### src/hw/port_mux_pkg.sv
// Notes on behaviour
// - Input, pull-up off, no alternate function: pin floats, no pull-up.
// - Input with group pull-up select set: internal pull-up connected.
// - Converter select codes 1011b, 1101b, 1111b route P1_1..P1_3 to analog 9..11.
// - Output mode drive-strength bit 1 gives high drive, else normal drive.
// - Active serial mode, open-drain off: transmit pin is push-pull, direction ignored.
// - Active serial mode, open-drain on: transmit pin is N-channel open drain.
// - Synchronous internal-clock pattern drives serial clock out on P1_6.
// - External clock selected and direction 0: serial clock taken from P1_6.
// - Oscillator bits 1,0,1: buffer off, feedback on, external clock in, output high.
// - After reset every programmable port is in input mode.
// - Data read returns pin level for inputs and latch value for outputs.
// - Data write always updates the latch; latch drives pin in output mode.
// - Peripheral outputs ignore direction; peripheral inputs other than SDA and SCL need direction 0.
`default_nettype none
package port_mux_pkg;
  localparam int PORT_WIDTH = 8;
  localparam logic [7:0] DIR_RESET = 8'h00;
  localparam logic [7:0] LATCH_RESET = 8'h00;
  localparam logic [7:0] PORT3_IMPL = 8'hb8;
  localparam logic [7:0] PORT4_IMPL = 8'h20;
  localparam logic [3:0] ADC_SEL_AN9 = 4'hb;
  localparam logic [3:0] ADC_SEL_ANALOG_CHANNEL_TEN = 4'hd;
  localparam logic [3:0] ADC_SEL_ANALOG_CHANNEL_ELEVEN = 4'hf;
  localparam logic [2:0] SMD_OFF = 3'h0;
  localparam logic [2:0] SMD_SYNC = 3'h1;
  localparam logic [2:0] SMD_ASYNC7 = 3'h4;
  localparam logic [2:0] SMD_ASYNC8 = 3'h5;
  localparam logic [2:0] SMD_ASYNC9 = 3'h6;
  localparam int TX_BIT = 4;
  localparam int RX_BIT = 5;
  localparam int SCK_BIT = 6;
  localparam int TZ_BIT = 3;
  localparam int SDA_BIT = 4;
  localparam int SCL_BIT = 5;
  localparam int P3_CMP_LOW = 3;
  localparam int P4_PIN = 5;
  localparam logic [1:0] TZ_MODE_PORT = 2'h0;
  localparam logic [1:0] TZ_MODE_PWM = 2'h1;
  typedef enum logic [1:0] {osc_input_port_type_v, osc_run, osc_ext_in, osc_stop} osc_mode_type;
endpackage : port_mux_pkg
`default_nettype wire

### src/hw/port_regs_if.sv
`default_nettype none
interface port_regs_if;
  logic [7:0] dir;
  logic [7:0] latch;
  modport owner(output dir, output latch);
  modport user(input dir, input latch);
endinterface : port_regs_if
`default_nettype wire

### src/hw/port_bank_regs.sv
`default_nettype none
module port_bank_regs #(
  parameter logic [7:0] IMPL = 8'hff
) (
  // Clock and reset.
  input wire logic mclk,
  input wire logic rst_b,
  // Software writes.
  input wire logic dir_we,
  input wire logic [7:0] dir_wdata,
  input wire logic data_we,
  input wire logic [7:0] data_wdata,
  // Register outputs.
  port_regs_if.owner regs
);
  import port_mux_pkg::*;
  logic [7:0] dir;
  logic [7:0] latch;
  logic [7:0] next_dir;
  logic [7:0] next_latch;
  always_comb begin
    next_dir = dir;
    next_latch = latch;
    if (dir_we) begin
      next_dir = dir_wdata & IMPL;
    end
    if (data_we) begin
      next_latch = data_wdata;
    end
  end
  always_ff @(posedge mclk or negedge rst_b) begin
    if (!rst_b) begin
      dir <= DIR_RESET;
      latch <= LATCH_RESET;
    end else begin
      dir <= next_dir;
      latch <= next_latch;
    end
  end
  assign regs.dir = dir;
  assign regs.latch = latch;
endmodule : port_bank_regs
`default_nettype wire

### src/hw/port_pin_function_mux.sv
`default_nettype none
module port_pin_function_mux (
  // Clock and reset.
  input wire logic mclk,
  input wire logic rst_b,
  // Direction and data writes for ports 1, 3 and 4.
  input wire logic port1_dir_we,
  input wire logic port3_dir_we,
  input wire logic port4_dir_we,
  input wire logic [7:0] dir_wdata,
  input wire logic port1_data_we,
  input wire logic port3_data_we,
  input wire logic port4_data_we,
  input wire logic [7:0] data_wdata,
  // Configuration bits.
  input wire logic pullup_p1_lower_group,
  input wire logic pullup_p1_upper_group,
  input wire logic pullup_p3_3,
  input wire logic pullup_p3_upper_group,
  input wire logic pullup_p4_5,
  input wire logic [3:0] drive_strength_select,
  input wire logic [3:0] key_input_enables,
  input wire logic [3:0] analog_group_select,
  input wire logic [5:0] compare_output_enables,
  input wire logic [2:0] serial_mode_field,
  input wire logic serial_clock_direction,
  input wire logic open_drain_select,
  input wire logic [1:0] tz_mode,
  input wire logic tz_output_ctrl,
  input wire logic i2c_pin_enable,
  input wire logic osc_pin_select,
  input wire logic osc_stop_select,
  input wire logic main_osc_stop,
  // Peripheral outputs to pins.
  input wire logic [5:0] compare_out,
  input wire logic tz_out,
  input wire logic serial_tx,
  input wire logic serial_clk_out,
  input wire logic sda_out_en,
  input wire logic scl_out_en,
  // Port pins.
  input wire logic [7:0] port1_in,
  output logic [7:0] port1_out,
  output logic [7:0] port1_oe,
  input wire logic [7:0] port3_in,
  output logic [7:0] port3_out,
  output logic [7:0] port3_oe,
  input wire logic [7:0] port4_in,
  output logic [7:0] port4_out,
  output logic [7:0] port4_oe,
  output logic [7:0] port1_pullup,
  output logic [7:0] port3_pullup,
  output logic port4_pullup,
  output logic [3:0] port1_high_drive,
  // Peripheral inputs from pins.
  output logic [3:0] key_in,
  output logic key_valid,
  output logic analog_channel_nine,
  output logic analog_channel_ten,
  output logic analog_channel_eleven,
  output logic serial_rx,
  output logic serial_clk_in,
  output logic sda_in,
  output logic scl_in,
  // Oscillator pad control.
  output logic osc_buffer_on,
  output logic osc_feedback_on,
  output logic osc_ext_clock,
  output logic crystal_output_drive_high,
  // Data register reads.
  output logic [7:0] port1_rdata,
  output logic [7:0] port3_rdata,
  output logic [7:0] port4_rdata
);
  import port_mux_pkg::*;
  port_regs_if p1 ();
  port_regs_if p3 ();
  port_regs_if p4 ();
  port_bank_regs #(.IMPL(8'hff)) u_p1 (
    .mclk(mclk), .rst_b(rst_b), .dir_we(port1_dir_we), .dir_wdata(dir_wdata),
    .data_we(port1_data_we), .data_wdata(data_wdata), .regs(p1.owner));
  port_bank_regs #(.IMPL(PORT3_IMPL)) u_p3 (
    .mclk(mclk), .rst_b(rst_b), .dir_we(port3_dir_we), .dir_wdata(dir_wdata),
    .data_we(port3_data_we), .data_wdata(data_wdata), .regs(p3.owner));
  port_bank_regs #(.IMPL(PORT4_IMPL)) u_p4 (
    .mclk(mclk), .rst_b(rst_b), .dir_we(port4_dir_we), .dir_wdata(dir_wdata),
    .data_we(port4_data_we), .data_wdata(data_wdata), .regs(p4.owner));

  function automatic logic [7:0] read_mix(input logic [7:0] dir, input logic [7:0] latch,
                                          input logic [7:0] pins);
    read_mix = (dir & latch) | (~dir & pins);
  endfunction : read_mix

  logic serial_active;
  logic sync_int_clk;
  logic [7:0] claim1;
  logic [7:0] claim3;
  logic [7:0] next_p1_out, next_p1_oe, next_p3_out, next_p3_oe;
  logic [7:0] next_p1_pu, next_p3_pu;
  logic [7:0] p1_out_q, p1_oe_q, p3_out_q, p3_oe_q, p1_pu_q, p3_pu_q, p4_out_q, p4_oe_q;
  logic p4_pu_q;
  logic [3:0] hd_q;

  assign serial_active = (serial_mode_field == SMD_SYNC) || (serial_mode_field == SMD_ASYNC7)
      || (serial_mode_field == SMD_ASYNC8) || (serial_mode_field == SMD_ASYNC9);
  // Internal-clock output needs mode bit 2 low, mode bit 0 high and the internal clock selected.
  assign sync_int_clk = !serial_mode_field[2] && serial_mode_field[0]
      && !serial_clock_direction;

  always_comb begin
    next_p1_out = p1.latch;
    next_p1_oe = p1.dir;
    next_p3_out = p3.latch;
    next_p3_oe = p3.dir;
    claim1 = 8'h00;
    claim3 = 8'h00;
    for (int i = 0; i < 3; i++) begin
      if (compare_output_enables[i]) begin
        next_p1_out[i] = compare_out[i];
        next_p1_oe[i] = 1'b1;
        claim1[i] = 1'b1;
      end
    end
    if (tz_mode[1] || (tz_mode == TZ_MODE_PWM && !tz_output_ctrl)) begin
      next_p1_out[TZ_BIT] = tz_out;
      next_p1_oe[TZ_BIT] = 1'b1;
      claim1[TZ_BIT] = 1'b1;
    end
    if (serial_active) begin
      claim1[TX_BIT] = 1'b1;
      if (open_drain_select) begin
        next_p1_out[TX_BIT] = 1'b0;
        next_p1_oe[TX_BIT] = !serial_tx;
      end else begin
        next_p1_out[TX_BIT] = serial_tx;
        next_p1_oe[TX_BIT] = 1'b1;
      end
    end
    if (sync_int_clk) begin
      next_p1_out[SCK_BIT] = serial_clk_out;
      next_p1_oe[SCK_BIT] = 1'b1;
      claim1[SCK_BIT] = 1'b1;
    end
    for (int i = 0; i < 3; i++) begin
      if (compare_output_enables[3+i] && !(i > 0 && i2c_pin_enable)) begin
        next_p3_out[P3_CMP_LOW+i] = compare_out[3+i];
        next_p3_oe[P3_CMP_LOW+i] = 1'b1;
        claim3[P3_CMP_LOW+i] = 1'b1;
      end
    end
    if (i2c_pin_enable) begin
      next_p3_out[SDA_BIT] = 1'b0;
      next_p3_oe[SDA_BIT] = sda_out_en;
      next_p3_out[SCL_BIT] = 1'b0;
      next_p3_oe[SCL_BIT] = scl_out_en;
      claim3[SDA_BIT] = 1'b1;
      claim3[SCL_BIT] = 1'b1;
    end
    // Pull-ups only on undriven, unclaimed input pins.
    next_p1_pu = {{4{pullup_p1_upper_group}}, {4{pullup_p1_lower_group}}}
        & ~p1.dir & ~claim1;
    next_p3_pu = {pullup_p3_upper_group, 1'b0, {2{pullup_p3_upper_group}}, pullup_p3_3, 3'h0}
        & ~p3.dir & ~claim3 & PORT3_IMPL;
  end

  always_ff @(posedge mclk or negedge rst_b) begin
    if (!rst_b) begin
      p1_out_q <= 8'h00;
      p1_oe_q <= 8'h00;
      p3_out_q <= 8'h00;
      p3_oe_q <= 8'h00;
      p4_out_q <= 8'h00;
      p4_oe_q <= 8'h00;
      p1_pu_q <= 8'h00;
      p3_pu_q <= 8'h00;
      p4_pu_q <= 1'b0;
      hd_q <= 4'h0;
    end else begin
      p1_out_q <= next_p1_out;
      p1_oe_q <= next_p1_oe;
      p3_out_q <= next_p3_out;
      p3_oe_q <= next_p3_oe;
      p4_out_q <= p4.latch;
      p4_oe_q <= p4.dir;
      p1_pu_q <= next_p1_pu;
      p3_pu_q <= next_p3_pu;
      p4_pu_q <= pullup_p4_5 & ~p4.dir[P4_PIN];
      hd_q <= drive_strength_select & next_p1_oe[3:0];
    end
  end

  assign port1_out = p1_out_q;
  assign port1_oe = p1_oe_q;
  assign port3_out = p3_out_q;
  assign port3_oe = p3_oe_q;
  assign port4_out = p4_out_q;
  assign port4_oe = p4_oe_q;
  assign port1_pullup = p1_pu_q;
  assign port3_pullup = p3_pu_q;
  assign port4_pullup = p4_pu_q;
  assign port1_high_drive = hd_q;

  // Peripheral inputs other than SDA and SCL need the direction bit at 0.
  assign key_in = port1_in[3:0] & ~p1.dir[3:0] & key_input_enables;
  assign key_valid = |(key_input_enables & ~p1.dir[3:0]);
  assign analog_channel_nine = !p1.dir[1] && !next_p1_pu[1]
      && analog_group_select == ADC_SEL_AN9;
  assign analog_channel_ten = !p1.dir[2] && !next_p1_pu[2]
      && analog_group_select == ADC_SEL_ANALOG_CHANNEL_TEN;
  assign analog_channel_eleven = !p1.dir[3] && !next_p1_pu[3] && tz_mode == TZ_MODE_PORT
      && analog_group_select == ADC_SEL_ANALOG_CHANNEL_ELEVEN;
  assign serial_rx = port1_in[RX_BIT] | p1.dir[RX_BIT];
  assign serial_clk_in = serial_clock_direction && !p1.dir[SCK_BIT]
      && port1_in[SCK_BIT];
  assign sda_in = i2c_pin_enable ? port3_in[SDA_BIT] : 1'b1;
  assign scl_in = i2c_pin_enable ? port3_in[SCL_BIT] : 1'b1;

  // Oscillator pad modes.
  assign osc_buffer_on = osc_pin_select && !osc_stop_select && !main_osc_stop;
  assign osc_feedback_on = osc_pin_select && !osc_stop_select;
  assign osc_ext_clock = osc_pin_select && !osc_stop_select && main_osc_stop;
  assign crystal_output_drive_high = osc_ext_clock;

  assign port1_rdata = read_mix(p1.dir, p1.latch, port1_in);
  assign port3_rdata = read_mix(p3.dir, p3.latch, port3_in) & PORT3_IMPL;
  assign port4_rdata = osc_pin_select ? (read_mix(p4.dir, p4.latch, port4_in) & PORT4_IMPL)
      : ((read_mix(p4.dir, p4.latch, port4_in) & PORT4_IMPL) | (port4_in & 8'hc0));
endmodule : port_pin_function_mux
`default_nettype wire

### config.mk
export PLATFORM = sky130hd
export DESIGN_NAME = port_pin_function_mux
export DESIGN_NICKNAME = d
export VERILOG_FILES = /design/src/hw/port_mux_pkg.sv /design/src/hw/port_regs_if.sv /design/src/hw/port_bank_regs.sv /design/src/hw/port_pin_function_mux.sv
export SDC_FILE = /design/constraint.sdc
export NUM_CORES = 1
export LEC_CHECK = 0
export CELL_PAD_IN_SITES_DETAIL_PLACEMENT = 1
export CELL_PAD_IN_SITES_GLOBAL_PLACEMENT = 1
export CORE_UTILIZATION = 50
export DETAILED_ROUTE_END_ITERATION = 7
export DONT_BUFFER_PORTS = 1
export PLACE_DENSITY = 0.86
export SETUP_SLACK_MARGIN = 0.5
export SYNTH_ARGS = -nofsm -noshare
export SYNTH_HDL_FRONTEND = slang
export SYNTH_SLANG_ARGS = --single-unit
### constraint.sdc
create_clock -name mclk -period 2.55 [get_ports mclk]
set_input_delay 0.1275 -clock mclk [delete_from_list [all_inputs] [get_ports mclk]]
set_output_delay 0.1275 -clock mclk [all_outputs]
set_load 0.02 [all_outputs]
## Word-level counts from Yosys, hierarchy flattened

Index checks and enable logic that the tools add are counted.

- Bits in registers: 91
- Bits of input ports: 94
- Output and inout port bits: 109
- Word-level logic and storage cells: 123

- Equal/unequal tests: 8
- Multiplexer cells: 35
- Bitwise operators: 27
- Reduce and logical (&&, ||, !) cells: 37

Operators with widths:

| cell | number |
|---|---|
| AND 8 bit | 8 |
| 2-to-1 mux 1 bit | 31 |
| logical AND 1 bit | 17 |
| AND 4 bit | 4 |
| inverter 8 bit | 2 |
| bitwise OR 8 bit | 2 |
| logical NOT 1 bit | 14 |
| AND 6 bit | 2 |
| equality test 4 bit (second input constant) | 3 |
| equality test 3 bit (second input constant) | 3 |
| 2-to-1 mux 8 bit | 1 |
| inverter 6 -> 8 bit | 1 |
| inverter 7 -> 8 bit | 1 |
| bitwise OR 6 x 8 -> 8 bit | 1 |
| 2-to-1 mux 2 bit | 3 |
| inverter 6 bit | 1 |
| bitwise OR 6 bit | 1 |
| logical OR 1 bit | 4 |
| inverter 4 bit | 1 |
| OR reduction 4 bit | 1 |
| equality test 3 x 1 -> 1 bit (second input constant) | 1 |
| equality test 2 x 1 -> 1 bit (second input constant) | 1 |
| logical NOT 2 bit | 1 |
| AND 1 bit | 1 |
| other kinds (2) | 2 |

## Longest topological paths before layout

- Depth after elaboration: 11
- Depth in mapped cells: 3
- Mapped depth without buffers: 3

## Cells and area by module

From an unflattened synthesis, not the netlist that was laid out.

- Cells, all modules: 267
- Area, all modules: 3982.6 um2

Modules (own cells, without submodules):

| module | times used | cells an instance | area an instance (um2) | seq. area each (um2) |
|---|---|---|---|---|
| port_pin_function_mux | 1 | 176 | 2384.8 | 1626.6 |
| port_bank_regs (u_p1) | 1 | 34 | 663.1 | 400.4 |
| port_bank_regs (u_p3) | 1 | 30 | 510.5 | 300.3 |
| port_bank_regs (u_p4) | 1 | 27 | 424.2 | 225.2 |

## Worst setup path after synthesis

Ideal clock, no wire load.

- Kind: flip-flop to output port
- Start point: reg u_p1.dir[3], in the netlist u_p1.regs.dir[3]
- End point: out analog_channel_eleven
- Arrival time: 1.120 ns
- Data required time: 2.423 ns
- Slack: 1.303 ns
- Stages on the path, launching flop included: 2
- Path buffers: 0
- Cell sequence: dfrtp_1 nor4_1

- Cells in the longest elaborated chain, start to end: 7
- Elaborated cells between the ends (all ways): 8
- Classes of those cells: bitwise (3); reduce/logical (5)

RTL lines:

| what | RTL line | text |
|---|---|---|
| start: declaration | port_bank_regs.sv:17 | `logic [7:0] dir;` |
| start signal: assignment | port_bank_regs.sv:36 | `dir <= next_dir;` |
| inverter 8 bit | port_pin_function_mux.sv:161 | `& ~p1.dir & ~claim1;` |
| AND 8 bit (2 in a row) | port_pin_function_mux.sv:161 |  |
| logical NOT 1 bit | port_pin_function_mux.sv:210 | `assign analog_channel_eleven = !p1.dir[3] && !next_p1_pu[3] && tz_mode == TZ_MODE_PORT` |
| logical AND 1 bit * (2 in a row) | port_pin_function_mux.sv:210 |  |
| logical AND 1 bit * | port_pin_function_mux.sv:211 | `&& analog_group_select == ADC_SEL_ANALOG_CHANNEL_ELEVEN;` |
| end: declaration | port_pin_function_mux.sv:60 | `output logic analog_channel_eleven,` |

Every way passes the cells marked *; elsewhere a longest branch is shown, timed or not.

## Worst setup path after layout

Ends and elaborated chain as after synthesis.

==> summary.txt <==
Logic synthesis
  – Most numerous cell in the Yosys netlist: dfrtp_1
  – Mux cell area share after synthesis: 18.3%
  – Synthesized cell area: 0.00355 sq mm
  – Ys flop type: dfrtp_1
  – Post-synthesis compound-gate area fraction: 1.30%
  – Seq/Total Area, Yosys: 64.1%
  – Post-synth cell types: 28
  – Yosys top cell by area: dfrtp_1
  – Top cells by area, synth: dfrtp_1 (64%), mux2_2 (18%), buf_4 (5.3%), nor2_1 (1.7%), nor2b_1 (1.2%)
  – Yosys reg bits: 91
  – Synth top cells by count: dfrtp_1 (91), mux2_2 (56), buf_4 (25), nor2_1 (16), inv_1 (9)
  – Synth warn: 0
  – Synth top area share: 64.1%
  – Syn_area_per_cell: 13.9 sq um
  – EDFF count, synth: 0
  – Simple-Gate Fraction of Synth Area: 9.23%
  – Syn Inst Count: 255
  – Main combinational cell family by area after synthesis: multiplexers
  – XOR/XNOR Fraction of Synth Area: 0%
  – Ys async rst share: 100%
  – Adder-cell share of the synthesized area: 0%

GRT
  – Initial antenna violation count: 0
  – Number of global-route vias before repair: 2440
  – Total grt overflow: 0
  – Total GRT Usage: 27.2%
  – First-pass GRT wire length: 14500 um
  – Largest net degree at the start of global routing: 92

Timing
  – RSZ-0062 raised after global routing: no
  – TNS Setup: 0 ns
  – Actual slew at the worst max-slew pin: 0.974 ns
  – Clk_skew: 0.0167 ns
  – Peak Freq: 0.573 GHz
  – Rel. slew slack: 34.5%
  – Post-layout min period: 1.75 ns
  – Worst Slack Setup Final: 0.805 ns
  – Final Hold Vio Count: 91
  – Final setup viols: 0
  – Final Cycle Share: 68.4%
  – Final Max Slew Viols: 0
  – Fin Hold WS: -0.545 ns

Pwr
  – Peak supply drop: 0.000458 V
  – Leak: 1.95 nW
  – Internal power: 2.32 mW
  – Part of the power in the clock network: 33.9%
  – Combinational power share: 11.7%
  – Sw power: 0.920 mW
  – Power Total: 3.24 mW
  – PD cells: 741 mW/mm^2
  – Reg power frac: 54.4%
  – Sw frac: 28.4%

CTS
  – Number of post-CTS setup repair buffers: 0
  – Max clock buf depth: 2
  – CTS Hold Bufs: 60
  – CTS clock-pin slew for the worst setup and hold paths: 0.11 ns
  – TritonCTS buffer count: 9
  – CTS root buf: clkbuf_8
  – Clk_lat worst skew: 0.35 ns
  – Max H-tree Level: 3
  – Post_cts resized: 0
  – CTS tree: built
  – Clk sinks: 91

Floorplanning
  – Die width: 86.3 um
  – Core ar.: 0.00683 sq mm
  – Die height: 86.3 um
  – Initial Utilization: 52.0%
  – Core Rows: 30
  – Die ar.: 0.00744 sq mm
  – # IOs: 203

Layout
  – Final std cells w/o fill: 420
  – Diodes inserted: 0
  – Final Util: 64.0%
  – # fillers: 652
  – Area Overhead vs Synth: 23.0%
  – Final instance area: 0.00437 sq mm
  – Layout cells sized above 1: 25.0%
  – Total Nets Final: 413

Setup path
  – Worst R2R Path Depth: 3
  – WP data required: 2.42 ns
  – Crit path buffers/inverters: 0
  – Critical Path End Type: output pin
  – RR Startpoint: u_p3.regs.dir[3]
  – Worst Path Arrival: 1.62 ns
  – Slowest-stage cell, CP: nor4_1
  – R2r endpoint: port3_pullup[3]
  – Critical Path Max Stage Delay: 0.85 ns
  – CP Max Fanout: 4
  – Kind of critical path: flop to output pin
  – Top delay family on crit path: simple AND/OR/NAND/NOR gates
  – R2R setup slack: 1.05 ns
  – Critical path cell sequence: nor4_1
  – CP Launch Type: flop

Placement
  – Count of buffers from port buffering: 0
  – Routability cong.: 0.769
  – Placed cell count: 344
  – Pre-CTS setup slack: 1.19 ns
  – Placed Area: 0.00355 sq mm
  – Final HPWL DP: 5310 um

Detailed routing
  – Vias per cell: 5.27
  – Final wirelength: 9780 um
  – Iter 0 DRT Violations: 99
  – DR DRC count: 0
  – Via count: 2213
  – Router iterations before antenna repair: 4
  – Final ANT Viol Nets: 0
  – WL/cell: 23.3 um

Worst hold path
  – HP Class: primary input to async pin

Outcome
  – Violated checks: hold timing
  – Outcome: finished with violations

Run
  – Max-cap violations: 0
[power groups by stage]
stage	Sequential, mW	Combinational (mW)	Clock (mW)
6_report	1.76	0.379	1.10
5_1_grt	1.78	0.401	1.17
4_1_cts	1.76	0.363	1.09
3_5_place_dp	1.78	0.261	0
3_3_place_gp	1.77	0.251	0
2_1_floorplan	1.75	0.277	0
[layout by cell type (no fill, tap or decap), drive strengths merged, types with 2 or more instances in the layout]
master	n
or2	6
clkbuf	9
conb	24
dlygate4sd3	60
dfrtp	91
nor2b	8
nand2b	3
bufinv	2
clkinv	2
nand2	4
nor3b	3
mux2i	2
o21ai	3
inv	11
nor2	16
mux2	56
and3	2
a21oi	3
nor3	6
and2	5
[kinds of logic after synthesis]
kind of cell / count (synthesis)
muxes: 58
and+or+nand+nor: 58
DFF: 91
buffers and inverters: 39
AOI/OAI and AO/OA: 8
other: 1
[state kept, by name, summed over array words and instances (netlist names), 8 cells and up]
| name | flops |
|---|---|
| u_p1.regs.dir | 8 |
| u_p1.regs.latch | 8 |
| port4_out | 8 |
| port1_oe | 8 |
| port1_pullup | 8 |
| u_p3.regs.latch | 8 |
| port3_out | 8 |
| port1_out | 8 |
| u_p4.regs.latch | 8 |
[how the worst max path moves through the flow]
stage,slack (ns),to,cells past startpoint,start
after floorplan,1.30,analog_channel_eleven,1,u_p1.regs.dir[3]
after global placement,1.22,analog_channel_eleven,1,u_p1.regs.dir[3]
after detailed placement,1.19,analog_channel_eleven,1,u_p1.regs.dir[3]
after CTS,0.81,analog_channel_eleven,1,u_p1.regs.dir[3]
after global routing,0.71,analog_channel_eleven,1,u_p1.regs.dir[3]
final,0.80,analog_channel_eleven,1,u_p1.regs.dir[3]
[per-layer routing]
metal / up-vias / GRT usage, % / wire (um)
met3: 15 / 6.19 / 594
met4: 0 / 8.79 / 189
met5: - / 0 / 0
met1: 1152 / 29.7 / 3470
li1: 930 / - / -
met2: 116 / 51.9 / 5520
[layout make-up]
| cell class | instances | area, sq um | area share [%] |
|---|---|---|---|
| clock buffer | 9 | 124 | 2.84 |
| clock inverter | 7 | 98.8 | 2.26 |
| inverter | 9 | 33.8 | 0.773 |
| multi-input combinational | 148 | 1110 | 25.5 |
| sequential | 91 | 2280 | 52.1 |
| tap | 96 | 120 | 2.75 |
| timing repair buffer | 60 | 601 | 13.7 |
No activity file was read; power rests on OpenSTA's default activity.
